File: src/core/tcu_pkg.sv
// Package for the eight-bit timer/counter with one compare channel
package tcu_pkg;
  // Register map (word indices on the plain register port)
  localparam logic [2:0] ADDR_CONTROL = 3'h0;  // Clock select, waveform mode, output mode, force strobe
  localparam logic [2:0] ADDR_COUNTER = 3'h1;  // Counter value
  localparam logic [2:0] ADDR_COMPARE = 3'h2;  // Compare value (buffer or active)
  localparam logic [2:0] ADDR_FLAGS   = 3'h3;  // Flag register
  localparam logic [2:0] ADDR_MASK    = 3'h4;  // Mask register
  localparam logic [2:0] ADDR_ACTIVE  = 3'h5;  // Active compare value, read only

  // Control register field positions
  localparam int CS_LSB    = 0;  // Clock select field, three bits
  localparam int WGM_LSB   = 3;  // Waveform mode field, two bits
  localparam int COM_LSB   = 5;  // Output mode field, two bits
  localparam int FOC_BIT   = 7;  // Force-compare strobe, reads zero

  // Flag and mask bit positions
  localparam int OVF_BIT   = 0;  // Overflow
  localparam int CMP_BIT   = 1;  // Compare match

  // Reset values
  localparam logic [7:0] CONTROL_RST = 8'h00;
  localparam logic [7:0] COUNTER_RST = 8'h00;
  localparam logic [7:0] COMPARE_RST = 8'h00;
  localparam logic [1:0] MASK_RST    = 2'h0;

  // Counter limits
  localparam logic [7:0] BOTTOM_VAL = 8'h00;
  localparam logic [7:0] MAX_VAL    = 8'hff;

  // Prescaler taps
  localparam int DIV_8    = 8;
  localparam int DIV_64   = 64;
  localparam int DIV_256  = 256;
  localparam int DIV_1024 = 1024;
  localparam int PRE_W    = 10;

  // Clock select codes
  typedef enum logic [2:0] {
    CS_STOP  = 3'b000,
    CS_DIV1  = 3'b001,
    CS_DIV8  = 3'b010,
    CS_DIV64 = 3'b011,
    CS_DIV256 = 3'b100,
    CS_DIV1024 = 3'b101,
    CS_EXT_FALL = 3'b110,
    CS_EXT_RISE = 3'b111
  } tcu_cs_type;

  // Waveform modes
  typedef enum logic [1:0] {
    WGM_NORMAL    = 2'b00,
    WGM_PHASE_PWM = 2'b01,
    WGM_CTC       = 2'b10,
    WGM_FAST_PWM  = 2'b11
  } tcu_wgm_type;

  // Register port request
  typedef struct packed {
    logic       wr;
    logic       rd;
    logic [2:0] addr;
    logic [7:0] wdata;
  } tcu_req_type;
endpackage : tcu_pkg

File: src/core/tcu_timer.sv
// Eight-bit timer/counter with compare channel, prescaler and register port
`timescale 1ns/10ps
// What this block does
// - Counter and compare are separate eight-bit registers
// - Clock select zero stops the counter; prescaler keeps running
// - Timer clock from prescaler or external pin edge
// - Counter zero raises the bottom indication
// - Counter 255 is the maximum
// - Top is 255 or compare, per mode
// - Each tick clears, increments or decrements counter
// - Software counter write beats clear and count
// - Waveform mode sets sequence and overflow condition
// - Continuous compare; flag set at next tick
// - Interrupt needs flag, enable and global enable
// - Flag cleared by service or writing one
// - Flags visible unmasked; each request gated by mask bit
// - Compare double buffered only in PWM modes
// - Buffer copied to active at top, count 255
// - Compare address reaches buffer or active register
// - Force strobe acts like match in non-PWM modes only, no flag, no clear
// - Counter write blocks matches next tick, even stopped
// - Mode change keeps compare output state
// - Output mode changes apply at once
// - Compare output state resets to zero
// - Output mode zero takes no action on match
// - Prescaler divides by 1, 8, 64, 256, 1024
module tcu_timer (
  input  wire logic              clk_sys,          // System clock
  input  wire logic              sys_rst,          // Asynchronous reset, active high
  input  tcu_pkg::tcu_req_type   reg_req,          // Register port request
  output logic [7:0]             reg_rdata,        // Read data, one cycle after read strobe
  input  wire logic              external_count_pin, // External count input, synchronous
  input  wire logic              global_irq_enable,  // Global enable from processor status
  input  wire logic              irq_ack_overflow,   // Overflow interrupt serviced, pulse
  input  wire logic              irq_ack_compare,    // Compare interrupt serviced, pulse
  output logic                   irq_overflow,     // Overflow request
  output logic                   irq_compare,      // Compare request
  output logic                   compare_output    // Internal compare output state
);

  // Control fields
  logic [2:0]  clock_select_field;          // Clock source choice
  logic [1:0]  waveform_mode_field;         // Counting sequence choice
  logic [1:0]  compare_output_mode_field;   // Output action choice
  logic [7:0]  counter_value_ff;            // Counter
  logic [7:0]  compare_value_ff;            // Active compare value
  logic [7:0]  compare_buf_ff;              // Buffered compare value
  logic [7:0]  control_ff;                  // Control register
  logic [1:0]  timer_flag_register_ff;      // Sticky flags
  logic [1:0]  timer_mask_register_ff;      // Interrupt masks
  logic        count_down_ff;               // Phase correct direction
  logic        block_ff;                    // Match blocked at next tick
  logic        match_pend_ff;               // Match seen, flag at next tick
  logic [tcu_pkg::PRE_W-1:0] pre_cnt_ff;    // Prescaler counter
  logic        ext_last_ff;                 // Previous pin level
  logic        compare_output_ff;           // Output state
  logic [7:0]  reg_rdata_ff;                // Read data register

  assign clock_select_field        = control_ff[tcu_pkg::CS_LSB +: 3];
  assign waveform_mode_field       = control_ff[tcu_pkg::WGM_LSB +: 2];
  assign compare_output_mode_field = control_ff[tcu_pkg::COM_LSB +: 2];

  // Decoded strobes
  logic wr_ctrl, wr_cnt, wr_cmp, wr_flag, wr_mask, force_stb;
  assign wr_ctrl   = reg_req.wr && (reg_req.addr == tcu_pkg::ADDR_CONTROL);
  assign wr_cnt    = reg_req.wr && (reg_req.addr == tcu_pkg::ADDR_COUNTER);
  assign wr_cmp    = reg_req.wr && (reg_req.addr == tcu_pkg::ADDR_COMPARE);
  assign wr_flag   = reg_req.wr && (reg_req.addr == tcu_pkg::ADDR_FLAGS);
  assign wr_mask   = reg_req.wr && (reg_req.addr == tcu_pkg::ADDR_MASK);
  assign force_stb = wr_ctrl && reg_req.wdata[tcu_pkg::FOC_BIT];

  // Mode helpers
  logic pwm_mode;
  assign pwm_mode = waveform_mode_field[0];

  // Prescaler free-runs; taps give one-cycle enables
  always_ff @(posedge clk_sys or posedge sys_rst) begin
    if (sys_rst) begin
      pre_cnt_ff <= '0;
    end else begin
      pre_cnt_ff <= pre_cnt_ff + 1'b1;
    end
  end

  // External pin edge detection; pin is taken as already synchronous
  always_ff @(posedge clk_sys or posedge sys_rst) begin
    if (sys_rst) begin
      ext_last_ff <= 1'b0;
    end else begin
      ext_last_ff <= external_count_pin;
    end
  end

  // Timer clock enable from clock select
  logic timer_clock;
  always_comb begin
    case (tcu_pkg::tcu_cs_type'(clock_select_field))
      tcu_pkg::CS_STOP:     timer_clock = 1'b0;
      tcu_pkg::CS_DIV1:     timer_clock = 1'b1;
      tcu_pkg::CS_DIV8:     timer_clock = (pre_cnt_ff[2:0] == '1);
      tcu_pkg::CS_DIV64:    timer_clock = (pre_cnt_ff[5:0] == '1);
      tcu_pkg::CS_DIV256:   timer_clock = (pre_cnt_ff[7:0] == '1);
      tcu_pkg::CS_DIV1024:  timer_clock = (pre_cnt_ff[9:0] == '1);
      tcu_pkg::CS_EXT_FALL: timer_clock = ext_last_ff && !external_count_pin;
      tcu_pkg::CS_EXT_RISE: timer_clock = !ext_last_ff && external_count_pin;
      default:              timer_clock = 1'b0;
    endcase
  end

  // Limits and top
  logic at_bottom, at_max, at_top, match;
  logic [7:0] top_val;
  assign at_bottom = (counter_value_ff == tcu_pkg::BOTTOM_VAL);
  assign at_max    = (counter_value_ff == tcu_pkg::MAX_VAL);
  // CTC uses the compare value as top; other modes use the maximum
  assign top_val   = (waveform_mode_field == tcu_pkg::WGM_CTC) ? compare_value_ff : tcu_pkg::MAX_VAL;
  assign at_top    = (counter_value_ff == top_val);
  assign match     = (counter_value_ff == compare_value_ff);

  // Next counter value and overflow event per mode
  logic [7:0] nxt_count;
  logic       nxt_down;
  logic       ovf_evt;
  always_comb begin
    nxt_count = counter_value_ff;
    nxt_down  = count_down_ff;
    ovf_evt   = 1'b0;
    case (tcu_pkg::tcu_wgm_type'(waveform_mode_field))
      tcu_pkg::WGM_NORMAL, tcu_pkg::WGM_FAST_PWM: begin
        nxt_count = counter_value_ff + 8'h01;
        nxt_down  = 1'b0;
        ovf_evt   = at_max;
      end
      tcu_pkg::WGM_CTC: begin
        // Clear on reaching top; overflow only on a pass through the maximum
        nxt_count = at_top ? tcu_pkg::BOTTOM_VAL : counter_value_ff + 8'h01;
        nxt_down  = 1'b0;
        ovf_evt   = at_max;
      end
      tcu_pkg::WGM_PHASE_PWM: begin
        // Dual slope: turn at top and bottom; overflow flagged at bottom
        if (count_down_ff) begin
          nxt_count = counter_value_ff - 8'h01;
          if (counter_value_ff == 8'h01) nxt_down = 1'b0;
        end else begin
          nxt_count = counter_value_ff + 8'h01;
          if (counter_value_ff == 8'hfe) nxt_down = 1'b1;
        end
        ovf_evt = at_bottom;
      end
      default: nxt_count = counter_value_ff;
    endcase
  end

  // Counter register; software write has priority
  always_ff @(posedge clk_sys or posedge sys_rst) begin
    if (sys_rst) begin
      counter_value_ff <= tcu_pkg::COUNTER_RST;
      count_down_ff    <= 1'b0;
    end else if (wr_cnt) begin
      counter_value_ff <= reg_req.wdata;
    end else if (timer_clock) begin
      counter_value_ff <= nxt_count;
      count_down_ff    <= nxt_down;
    end
  end

  // Match blocking after counter write; lasts until the next tick
  always_ff @(posedge clk_sys or posedge sys_rst) begin
    if (sys_rst) begin
      block_ff <= 1'b0;
    end else if (wr_cnt) begin
      block_ff <= 1'b1;
    end else if (timer_clock) begin
      block_ff <= 1'b0;
    end
  end

  // A match is seen on a tick and flagged on the following tick
  logic match_now;
  assign match_now = timer_clock && match && !block_ff;
  always_ff @(posedge clk_sys or posedge sys_rst) begin
    if (sys_rst) begin
      match_pend_ff <= 1'b0;
    end else if (timer_clock) begin
      match_pend_ff <= match && !block_ff;
    end
  end

  // Control register; force bit is a strobe and is not stored
  always_ff @(posedge clk_sys or posedge sys_rst) begin
    if (sys_rst) begin
      control_ff <= tcu_pkg::CONTROL_RST;
    end else if (wr_ctrl) begin
      control_ff <= {1'b0, reg_req.wdata[6:0]};
    end
  end

  // Compare buffer and active register
  always_ff @(posedge clk_sys or posedge sys_rst) begin
    if (sys_rst) begin
      compare_buf_ff <= tcu_pkg::COMPARE_RST;
    end else if (wr_cmp) begin
      compare_buf_ff <= reg_req.wdata;
    end
  end

  logic update_pt;
  assign update_pt = timer_clock &&
                     ((waveform_mode_field == tcu_pkg::WGM_FAST_PWM) ? at_max : at_top);
  always_ff @(posedge clk_sys or posedge sys_rst) begin
    if (sys_rst) begin
      compare_value_ff <= tcu_pkg::COMPARE_RST;
    end else if (!pwm_mode && wr_cmp) begin
      compare_value_ff <= reg_req.wdata;
    end else if (pwm_mode && update_pt) begin
      compare_value_ff <= compare_buf_ff;
    end
  end

  // Compare output waveform logic
  logic       force_act;
  logic [1:0] act_com;
  assign force_act = force_stb && !reg_req.wdata[tcu_pkg::WGM_LSB];
  // A force acts with the modes written beside it
  assign act_com   = force_act ? reg_req.wdata[tcu_pkg::COM_LSB +: 2] : compare_output_mode_field;
  always_ff @(posedge clk_sys or posedge sys_rst) begin
    if (sys_rst) begin
      compare_output_ff <= 1'b0;
    end else if (act_com != 2'b00) begin
      if (force_act || !pwm_mode) begin
        if (match_now || force_act) begin
          case (act_com)
            2'b01:   compare_output_ff <= !compare_output_ff;
            2'b10:   compare_output_ff <= 1'b0;
            2'b11:   compare_output_ff <= 1'b1;
            default: compare_output_ff <= compare_output_ff;
          endcase
        end
      end else if (waveform_mode_field == tcu_pkg::WGM_FAST_PWM) begin
        // Non-inverting clears on match and sets at bottom
        if (match_now) begin
          compare_output_ff <= (compare_output_mode_field == 2'b11);
        end else if (timer_clock && at_max) begin
          compare_output_ff <= (compare_output_mode_field != 2'b11);
        end
      end else if (match_now) begin
        // Phase correct non-inverting: up-count match clears, down-count match sets
        compare_output_ff <= (compare_output_mode_field == 2'b11) ^ count_down_ff;
      end
    end
  end
  // Mode writes touch only control_ff, so the output state is kept
  assign compare_output = compare_output_ff;

  // Flags: hardware set wins over clear by write-one or service
  logic [1:0] flag_set, flag_clr;
  assign flag_set[tcu_pkg::OVF_BIT] = timer_clock && ovf_evt;
  assign flag_set[tcu_pkg::CMP_BIT] = timer_clock && match_pend_ff;
  assign flag_clr[tcu_pkg::OVF_BIT] = irq_ack_overflow || (wr_flag && reg_req.wdata[tcu_pkg::OVF_BIT]);
  assign flag_clr[tcu_pkg::CMP_BIT] = irq_ack_compare || (wr_flag && reg_req.wdata[tcu_pkg::CMP_BIT]);

  genvar gi;
  generate
    for (gi = 0; gi < 2; gi++) begin : g_flag
      always_ff @(posedge clk_sys or posedge sys_rst) begin
        if (sys_rst) begin
          timer_flag_register_ff[gi] <= 1'b0;
        end else if (flag_set[gi]) begin
          timer_flag_register_ff[gi] <= 1'b1;
        end else if (flag_clr[gi]) begin
          timer_flag_register_ff[gi] <= 1'b0;
        end
      end
    end
  endgenerate

  // Mask register
  always_ff @(posedge clk_sys or posedge sys_rst) begin
    if (sys_rst) begin
      timer_mask_register_ff <= tcu_pkg::MASK_RST;
    end else if (wr_mask) begin
      timer_mask_register_ff <= reg_req.wdata[1:0];
    end
  end

  // Requests gated per bit and by the global enable
  assign irq_overflow = global_irq_enable && timer_flag_register_ff[tcu_pkg::OVF_BIT] &&
                        timer_mask_register_ff[tcu_pkg::OVF_BIT];
  assign irq_compare  = global_irq_enable && timer_flag_register_ff[tcu_pkg::CMP_BIT] &&
                        timer_mask_register_ff[tcu_pkg::CMP_BIT];

  // Read data one cycle after the strobe; unmapped reads give zero
  always_ff @(posedge clk_sys or posedge sys_rst) begin
    if (sys_rst) begin
      reg_rdata_ff <= 8'h00;
    end else if (reg_req.rd) begin
      case (reg_req.addr)
        tcu_pkg::ADDR_CONTROL: reg_rdata_ff <= control_ff;
        tcu_pkg::ADDR_COUNTER: reg_rdata_ff <= counter_value_ff;
        tcu_pkg::ADDR_COMPARE: reg_rdata_ff <= pwm_mode ? compare_buf_ff : compare_value_ff;
        tcu_pkg::ADDR_FLAGS:   reg_rdata_ff <= {6'h00, timer_flag_register_ff};
        tcu_pkg::ADDR_MASK:    reg_rdata_ff <= {6'h00, timer_mask_register_ff};
        tcu_pkg::ADDR_ACTIVE:  reg_rdata_ff <= compare_value_ff;
        default:               reg_rdata_ff <= 8'h00;
      endcase
    end else begin
      reg_rdata_ff <= 8'h00;
    end
  end
  assign reg_rdata = reg_rdata_ff;

endmodule : tcu_timer

File: config.mk
export PLATFORM = sky130hd
export DESIGN_NAME = tcu_timer
export DESIGN_NICKNAME = d
export VERILOG_FILES = /design/src/core/tcu_pkg.sv /design/src/core/tcu_timer.sv
export SDC_FILE = /design/constraint.sdc
export NUM_CORES = 1
export LEC_CHECK = 0
export BUFFER_PORTS_ARGS = -buffer_cell sky130_fd_sc_hd__buf_2
export CORE_UTILIZATION = 30
export DETAILED_ROUTE_END_ITERATION = 6
export PLACE_DENSITY = 0.54
export RECOVER_POWER = 100
export SYNTH_ARGS = -nofsm -noshare
export SYNTH_HDL_FRONTEND = slang
export SYNTH_SLANG_ARGS = --single-unit
File: constraint.sdc
create_clock -name clk_sys -period 3.1 [get_ports clk_sys]
set_clock_uncertainty 0.2 [all_clocks]
set_input_delay 0.155 -clock clk_sys [delete_from_list [all_inputs] [get_ports clk_sys]]
set_output_delay 0.155 -clock clk_sys [all_outputs]
set_load 0.1 [all_outputs]
; ---- After elaboration in Yosys (flattened, before gate mapping)
; Cells that the tools add are included.
[totals]
regBits = 58
in_bits = 19
word_cells = 131
[classes]
n_addsub = 3
n_eq_ne = 31
muxes = 32
bitwise = 2
reduce_logical = 49
[op_table]
columns = operator, count
row1 = 2-to-1 mux 8 bit, 9
row2 = case mux 8 bit (6 select lines), 1
row3 = "== test 8 bit, second input constant", 3
row4 = logical AND 1 bit, 24
row5 = case mux 8 bit (3 select lines), 1
row6 = "== test 3 bit, second input constant", 7
row7 = == test 8 bit, 2
row8 = 2-to-1 mux 1 bit, 16
row9 = "== test 3 x 2 -> 1 bit, second input constant", 4
row10 = "adder 10 x 1 -> 10 bit, second input constant", 1
row11 = "== test 10 bit, second input constant", 1
row12 = "== test 2 bit, second input constant", 5
row13 = nonzero test 2 bit, 5
row14 = "adder 8 x 1 -> 8 bit, second input constant", 1
row15 = "== test 8 x 1 -> 1 bit, second input constant", 1
row16 = logical NOT 8 bit, 1
row17 = case mux 1 bit (8 select lines), 1
row18 = "subtractor 8 x 1 -> 8 bit, second input constant", 1
row19 = "== test 3 x 1 -> 1 bit, second input constant", 2
row20 = "== test 6 bit, second input constant", 1
row21 = logical NOT 1 bit, 6
row22 = logical NOT 3 bit, 2
row23 = nonzero test 3 bit, 2
row24 = AND reduction 5 bit, 1
row25 = other kinds (14), 19

; ---- Logic depth before layout (Yosys ltp)
; Gate-level depths: netlist (run 1).
[logic_depth]
depth_word = 9
mapped_depth = 11
mapped_depth_nobuf = 10

; ---- Worst setup path after synthesis (run 1)
; Ideal clock, no wire load.
[synth_timing]
path_kind = input port to flip-flop
start = input reg_req[10] in the netlist's numbering
end = register compare_output_ff, in the netlist compare_output
setup_time_ns = 0.094
arrival_time_ns = 2.285
t_required_ns = 2.806
path_slack_ns = 0.521
cell_stages = 11
n_path_buf = 1
path_cell_list = clkbuf_1 -> nor3_2 -> nand3_1 -> mux2_2 -> inv_1 -> ha_1 -> nor3_1 -> o41ai_1 -> a21oi_1 -> o21ba_1 -> a211oi_1
[synth_via]
elab_chain_cells = 9
elab_cells_between_ends = 19
[synth_lines]
columns = item, line_no
row1 = start: declaration, tcu_timer.sv:30  ; input tcu_pkg::tcu_req_type reg_req,
row2 = logical NOT 3 bit (*), tcu_timer.sv:65  ; assign wr_ctrl = reg_req.wr && (reg_req.addr == tcu_pkg::ADDR_CONTROL);
row3 = logical AND 1 bit (*), tcu_timer.sv:65
row4 = logical AND 1 bit (*), tcu_timer.sv:70  ; assign force_stb = wr_ctrl && reg_req.wdata[tcu_pkg::FOC_BIT];
row5 = logical AND 1 bit (*), tcu_timer.sv:224  ; assign force_act = force_stb && !reg_req.wdata[tcu_pkg::WGM_LSB];
row6 = 2-to-1 mux 2 bit, tcu_timer.sv:226  ; assign act_com = force_act ? reg_req.wdata[tcu_pkg::COM_LSB +: 2] : compare_output_mode_field;
row7 = == test 2 bit or == test 2 x 1 -> 1 bit (tied branches), tcu_timer.sv:233  ; case (act_com)
row8 = case mux 1 bit (3 select lines), tcu_timer.sv:233
row9 = 2-to-1 mux 1 bit, tcu_timer.sv:232  ; if (match_now || force_act) begin
row10 = 2-to-1 mux 1 bit, tcu_timer.sv:231  ; if (force_act || !pwm_mode) begin
row11 = end signal: assignment, tcu_timer.sv:234  ; 2'b01: compare_output_ff <= !compare_output_ff;
row12 = end signal: assignment, tcu_timer.sv:237  ; default: compare_output_ff <= compare_output_ff;
row13 = end signal: assignment, tcu_timer.sv:243  ; compare_output_ff <= (compare_output_mode_field == 2'b11);
row14 = end: declaration, tcu_timer.sv:56  ; logic compare_output_ff;
; Every way passes the cells marked *; elsewhere a longest branch is shown, timed or not. The select of a mux whose other input is x is not followed.
; A chain may end at the register's enable or synchronous reset.

; ---- Worst setup path after layout (run 1)
[layout_timing]
start = register counter_value_ff[0]
end = register counter_value_ff[7]
[layout_via]
elab_chain_cells = 5
elab_cells_between_ends = 8
[layout_lines]
columns = item, line_no
row1 = start: declaration, tcu_timer.sv:45  ; logic [7:0] counter_value_ff;
row2 = start signal: assignment, tcu_timer.sv:158  ; counter_value_ff <= tcu_pkg::COUNTER_RST;
row3 = start signal: assignment, tcu_timer.sv:161  ; counter_value_ff <= reg_req.wdata;
row4 = start signal: assignment, tcu_timer.sv:163  ; counter_value_ff <= nxt_count;
row5 = adder 8 x 1 -> 8 bit (tied with other cells), "tcu_timer.sv:130, tcu_timer.sv:136, tcu_timer.sv:146"
row6 = 2-to-1 mux 8 bit (on tied branches), "tcu_timer.sv:142, tcu_timer.sv:136"
row7 = case mux 8 bit (3 select lines) (*), tcu_timer.sv:128  ; case (tcu_pkg::tcu_wgm_type'(waveform_mode_field))
row8 = 2-to-1 mux 8 bit (*), tcu_timer.sv:162  ; end else if (timer_clock) begin
row9 = 2-to-1 mux 8 bit (*), tcu_timer.sv:160  ; end else if (wr_cnt) begin
; Marked as above.

==> impl_metrics.toml, run 1 <==
[run_status]
status = "finished, final reports clean"

[pwr]
peakVddDrop_uv = 327
power_density_mw_per_mm2 = 744
p_leak_uw = 0.00186

[min_path]
hold_start = "reg_req[12]"
whs_path_depth = 4
hold_path_class = "input pin to register"
min_to = "timer_flag_register_ff[0]"

[synth]
synth_area_leaders = "dfrtp_1 (41%), mux2_2 (6.4%), ha_1 (4.3%)"
synth_ff_type = "dfrtp_1"
async_flop_share_pct = 100
ys_seq_area_share_pct = 41.2
synthDistinctLibCells = 57
synth.top_cell.area_share_pct = 41.2
syn_avg_cell_area_um2 = 9.24
syn_inst = 381
synth_edf_count = 0
yosysTopAreaCell = "dfrtp_1"
yosys_warnings = 0
synthesis.area_mm2 = 0.00352
synth_seq_cells = 58
synthesis.nets = 412

[place]
gp_congestion = 0.870
port_buffers = 29
dp_cells = 550
preCtsSetupSlack_ps = 188
hpwl_mm = 7.48

[timing]
maxSlewHeadroom_pct = 9.10
drv_slew = 0
worst_pin_slew_ps = 1360
rsz0062_at_grt = "false"
period_share_pct = 93.0
min_period_ps = 2880
fmax_ghz = 0.347
setup_viol = 0
finalHoldViolCount = 0
final.setup.worst_slack_ps = 216
setup-tns-final_ps = 0

[route]
antenna_left = 0
drc = 0
drtIter0Drc = 242
first_pass_iters = 6
wl_per_cell_um = 17.8
wl_mm = 10.3
num_vias = 3150
via_per_inst = 5.46

[grt]
grt_pass1_wl_mm = 16.3
gr-total-overflow = 0
grt_use_total_pct = 18.1
antenna_found_initial = 0
grt_max_degree = 26
grt_pass1_vias = 3081

[clock_network]
clockBufferDepth = 2
cts_buffers = 9
cts_sinks = 58
cts_max_level = 3
cts_root_buf = "clkbuf_16"
clkTransAtPathRegs_ps = 50
cts_tree = "yes"
clock_latency_ps = 330

[critical_path]
worst_ep_required_time_ps = 3090
timing.rr.start = "counter_value_ff[0]"
reg2reg_to = "counter_value_ff[7]"
worstSetupEndpointType = "register"
startpoint_type = "register"
reg2reg_depth = 7
arrival_ps = 2880
path_class = "register to register"
rrSetupSlack_ps = 220
critPathMaxFanout = 9

[flow_run]
cap_violations = 0

[finish]
fin_cells = 577
antennaDiodeCount = 0
fin_nets = 462
area_growth_pct = 21.6
nFillCells = 1171
drive_gt1_share_pct = 13.6
seqCellArea_mm2 = 0.00145
multiInputGateArea_mm2 = 0.00193

[die]
initial_core_util_pct = 30.8
rows = 39
core_area_mm2 = 0.0114
die_h_um = 110
pin_count = 30
die_w_um = 110
die-area_mm2 = 0.0122
[through the flow]
stage                     hold WS (ps)  utilization (%)  total power [µW]  cell area (µm²)
after floorplan                  -13.6                -              1780             3520
after global placement            -101             34.0              2100             3880
after detailed placement         -99.2             34.0              2120             3880
after CTS                         73.1             37.9              3200             4320
after global routing              89.6             37.5              3370             4280
final                             83.4             37.5              3190             4280
[cell usage in the layout, fill, tap and decap left out, types with 4 or more instances in the layout]
cell	synthesis	layout
dfrtp_1	58	58
nand2_1	34	34
nor2_1	25	25
a21oi_1	23	23
clkbuf_1	11	22
o21ai_0	19	19
inv_1	19	19
mux2_2	20	19
nand3_1	16	16
nor3_1	14	15
buf_2	4	14
dlygate4sd3_1	0	13
ha_1	12	12
mux2i_1	11	11
and3_1	9	9
a22oi_1	9	9
clkbuf_16	0	9
nor2b_1	8	8
nand4_1	8	8
xnor2_1	8	8
a31oi_1	6	6
buf_4	0	5
nand2b_1	4	4
o22ai_1	4	4
[flip-flops by register name (all words and copies together) (netlist names)]
name / cells
block_ff: 1
compare_buf_ff: 8
control_ff: 7
counter_value_ff: 8
compare_value_ff: 8
timer_flag_register_ff: 2
pre_cnt_ff: 10
count_down_ff: 1
ext_last_ff: 1
compare_output: 1
reg_rdata: 8
match_pend_ff: 1
timer_mask_register_ff: 2
[worst max path at each step]
stage / start / endpoint / slack (ps) / depth (start not counted)
finish: counter_value_ff[0] / counter_value_ff[7] / 220 / 7
CTS: counter_value_ff[0] / counter_value_ff[3] / 180 / 7
global placement: counter_value_ff[0] / counter_value_ff[3] / 280 / 7
floorplan: reg_req[10] / compare_output / 520 / 11
detailed placement: counter_value_ff[0] / counter_value_ff[3] / 190 / 7
global route: counter_value_ff[0] / counter_value_ff[3] / 40 / 7
[synth_stat cells, types with 11 or more instances]
cell and number:
o21ai_0 19, a21oi_1 23, nand3_1 16, clkbuf_1 11, inv_1 19, dfrtp_1 58, ha_1 12, mux2_2 20
mux2i_1 11, nor2_1 25, nand2_1 34, nor3_1 14
[metal layers]
| metal | GRT usage (%) | vias up | part of all wire, % |
|---|---|---|---|
| met5 | 0 | - | 0 |
| met4 | 7.61 | 0 | 2.3 |
| met3 | 4.00 | 22 | 4.9 |
| met2 | 28.2 | 108 | 46 |
| met1 | 24.0 | 1515 | 47 |
| li1 | - | 1505 | - |
[power breakdown]
part | internal, µW | switching [µW]
logic | 402 | 651
clock network | 714 | 332
registers | 898 | 189
total | 2010 | 1170
[worst max-delay path: stages (launching register included)]
cell and delay, ps:
dfrtp_1 500, inv_2 120, o2bb2ai_1 140, or4b_1 650, o21ai_1 270, nand3_1 310, a2111oi_0 460, nor3_1 90
[timing repair]
item                                    in CTS  in global routing
endpoints found under the hold margin       88                  0
resized for setup                            0                  2
hold buffers                                13                  0
setup buffers                                0                  0
endpoints found under the setup margin       0                  4
[kinds of logic (layout without fill, tap and decap cells)]
group,count (synthesis),after routing,share of synthesized area (%)
xor gates and xnor gates,10,10,2.49
and+or+nand+nor,138,138,20.1
AOI/OAI and AO/OA,97,97,18.6
DFF,58,58,41.2
adders and majority gates,12,12,4.27
buffers and inverters,35,88,3.87
muxes,31,31,9.53
[area by class of cell]
type	instances	share of cell area, %
Tap cell	143	4.18
Clock buffer	11	5.67
Multi-Input combinational cell	288	45.1
Clock inverter	3	1.52
Sequential cell	58	33.9
Timing Repair Buffer	54	7.87
Inverter	20	1.75
(Power assumes the default switching activity.)
==> run 2, diff against run 1 <==
--- a/config.mk
+++ b/config.mk
@@ -6,9 +6,9 @@
 export NUM_CORES = 1
 export LEC_CHECK = 0
 export BUFFER_PORTS_ARGS = -buffer_cell sky130_fd_sc_hd__buf_2
+export CORE_ASPECT_RATIO = 1.4
 export CORE_UTILIZATION = 30
 export DETAILED_ROUTE_END_ITERATION = 6
-export PLACE_DENSITY = 0.54
 export RECOVER_POWER = 100
 export SYNTH_ARGS = -nofsm -noshare
 export SYNTH_HDL_FRONTEND = slang
==> run 2 against run 1 <==
Net effect:
- the run now ends with DRC left
- count of clock-buffer cells in the layout down 2
- utilization is essentially flat
- global-route usage decreased by 0.65 points
- register-to-register slack gained 40 ps
- cell count down 0.17%
- critical path depth unchanged
- combinational power shrank 4%
==> impl_metrics.toml, run 2 (synthesis results as in run 1) <==
[critical_path]
reg2reg_depth = 7
critPathMaxFanout = 9
path_class = "register to register"
cp_slowest_cell = "or4b_1"
worst_ep_required_time_ps = 3080
cp.depth = 7
startpoint_type = "register"
worstSetupEndpointType = "register"
cp.buffers_inverters = 1
arrival_ps = 2830
path_cells = "inv_2 -> o2bb2ai_1 -> or4b_1 -> o41ai_2 -> nand3_2 -> mux2i_1 -> a21oi_1"
cp_top_family = "simple AND/OR/NAND/NOR gates"
slowest_delay_ps = 660

[finish]
multiInputGateArea_mm2 = 0.00194
seqCellArea_mm2 = 0.00145
area_growth_pct = 21.2
regMostFlops = "pre_cnt_ff"
fin_nets = 459
mostFrequentLayoutCell = "dfrtp_1"
nFillCells = 1154
layout_common_cells = "dfrtp_1 (58), nand2_1 (34), nor2_1 (25), a21oi_1 (23), mux2_2 (20)"
antennaDiodeCount = 0
largest_reg_flops = 10
drive_gt1_share_pct = 15.0
fin_cells = 576

[clock_network]
cts_tree = "yes"
clockBufferDepth = 2
cts_sinks = 58
clock_latency_ps = 330
cts_max_level = 3
clkTransAtPathRegs_ps = 60
post_cts_buffers = 0
cts_root_buf = "clkbuf_16"
cts_buffers = 9

[grt]
gr-total-overflow = 0
met3_usage_pct = 2.80
grt-busiest-layer = "met2"
antenna_found_initial = 0
grt_pass1_vias = 3152
grt_max_degree = 59
grt_use_total_pct = 17.4
grt_pass1_wl_mm = 16.1
grtUsageMet1_pct = 18.9
use_met2_pct = 31.4

[min_path]
whs_path_depth = 4
hold_path_class = "input pin to register"

[timing]
drv_slew = 0
finalHoldViolCount = 0
whs_ps = 77.5
setup_viol = 0
maxSlewHeadroom_pct = 3.48
min_period_ps = 2850
setup-tns-final_ps = 0
worst_pin_slew_ps = 1450
fmax_ghz = 0.351
rsz0062_at_grt = "false"
period_share_pct = 91.8

[place]
gp_congestion = 0.909
port_buffers = 29
hpwl_mm = 7.29
dp_cells = 548

[flow_run]
cap_violations = 0

[route]
drc = 4
wl_per_cell_um = 17.2
via_per_inst = 5.56
drtIter0Drc = 243
wl_mm = 9.90
first_pass_iters = 7
num_vias = 3204
antenna_left = 0

[die]
die_w_um = 93.5
pin_count = 30
die-area_mm2 = 0.0122
initial_core_util_pct = 30.9
die_h_um = 130
core_area_mm2 = 0.0114
rows = 46

[run_status]
violations = "DRC"
status = "finished with violations"

[pwr]
peakVddDrop_uv = 233
p_leak_uw = 0.00186
power_density_mw_per_mm2 = 739
## run 2: changes by cell type in the layout (fill, tap and decap cells not counted), moves of 2 or more
cell,change
clkbuf_1,-4
nand3_2,+2
nand3_1,-2
clkinv_2,+2
## run 2: final timing paths
kind	from	endpoint	slack [ps]
min in group asynchronous	sys_rst	compare_value_ff[2]	670
min reg2reg	match_pend_ff	match_pend_ff	280
max	counter_value_ff[0]	compare_value_ff[2]	250
max reg2reg	counter_value_ff[0]	compare_value_ff[2]	250
min	reg_req[9]	reg_rdata[0]	80
max in group asynchronous	sys_rst	control_ff[5]	1160
## run 2: stage by stage
stage               utilization [%]  worst slack [ps]  total power, µW  area, µm²
finish                         37.4               253             3150       4270
global route                   37.4              13.6             3320       4270
CTS                            37.6               155             3150       4290
detailed placement             33.8               175             2090       3850
global placement               33.8               265             2070       3850
floorplan                         -               521             1780       3520
## run 2: what timing repair did
item,4_1_cts,5_1_grt
setup endpoints to repair,0,6
hold buffers,13,0
resized for setup,0,5
hold endpoints to repair,90,0
## run 2: metal layers
metal / share of wire (%) / vias to the layer above
li1: - / 1506
met3: 5.0 / 31
met2: 52 / 135
met4: 4.3 / 0
met5: 0 / -
met1: 39 / 1532
## run 2: cell type report
class	count	share of cell area (%)
Multi-Input combinational cell	288	45.5
Tap cell	144	4.22
Clock buffer	9	5.28
Inverter	20	1.76
Sequential cell	58	34.0
Timing Repair Buffer	51	7.27
Clock inverter	6	1.94
## run 2: worst reg2reg max path, cell delays in order (launching register included)
cell and delay (ps):
dfrtp_1 520, inv_2 120, o2bb2ai_1 150, or4b_1 660
o41ai_2 400, nand3_2 310, mux2i_1 250, a21oi_1 90
## run 2: report_power, final
group          switching, µW  internal [µW]  leakage [µW]
clock network            343            693      0.000151
logic                    622            385      0.000989
registers                212            897      0.000717
total                   1180           1980       0.00186
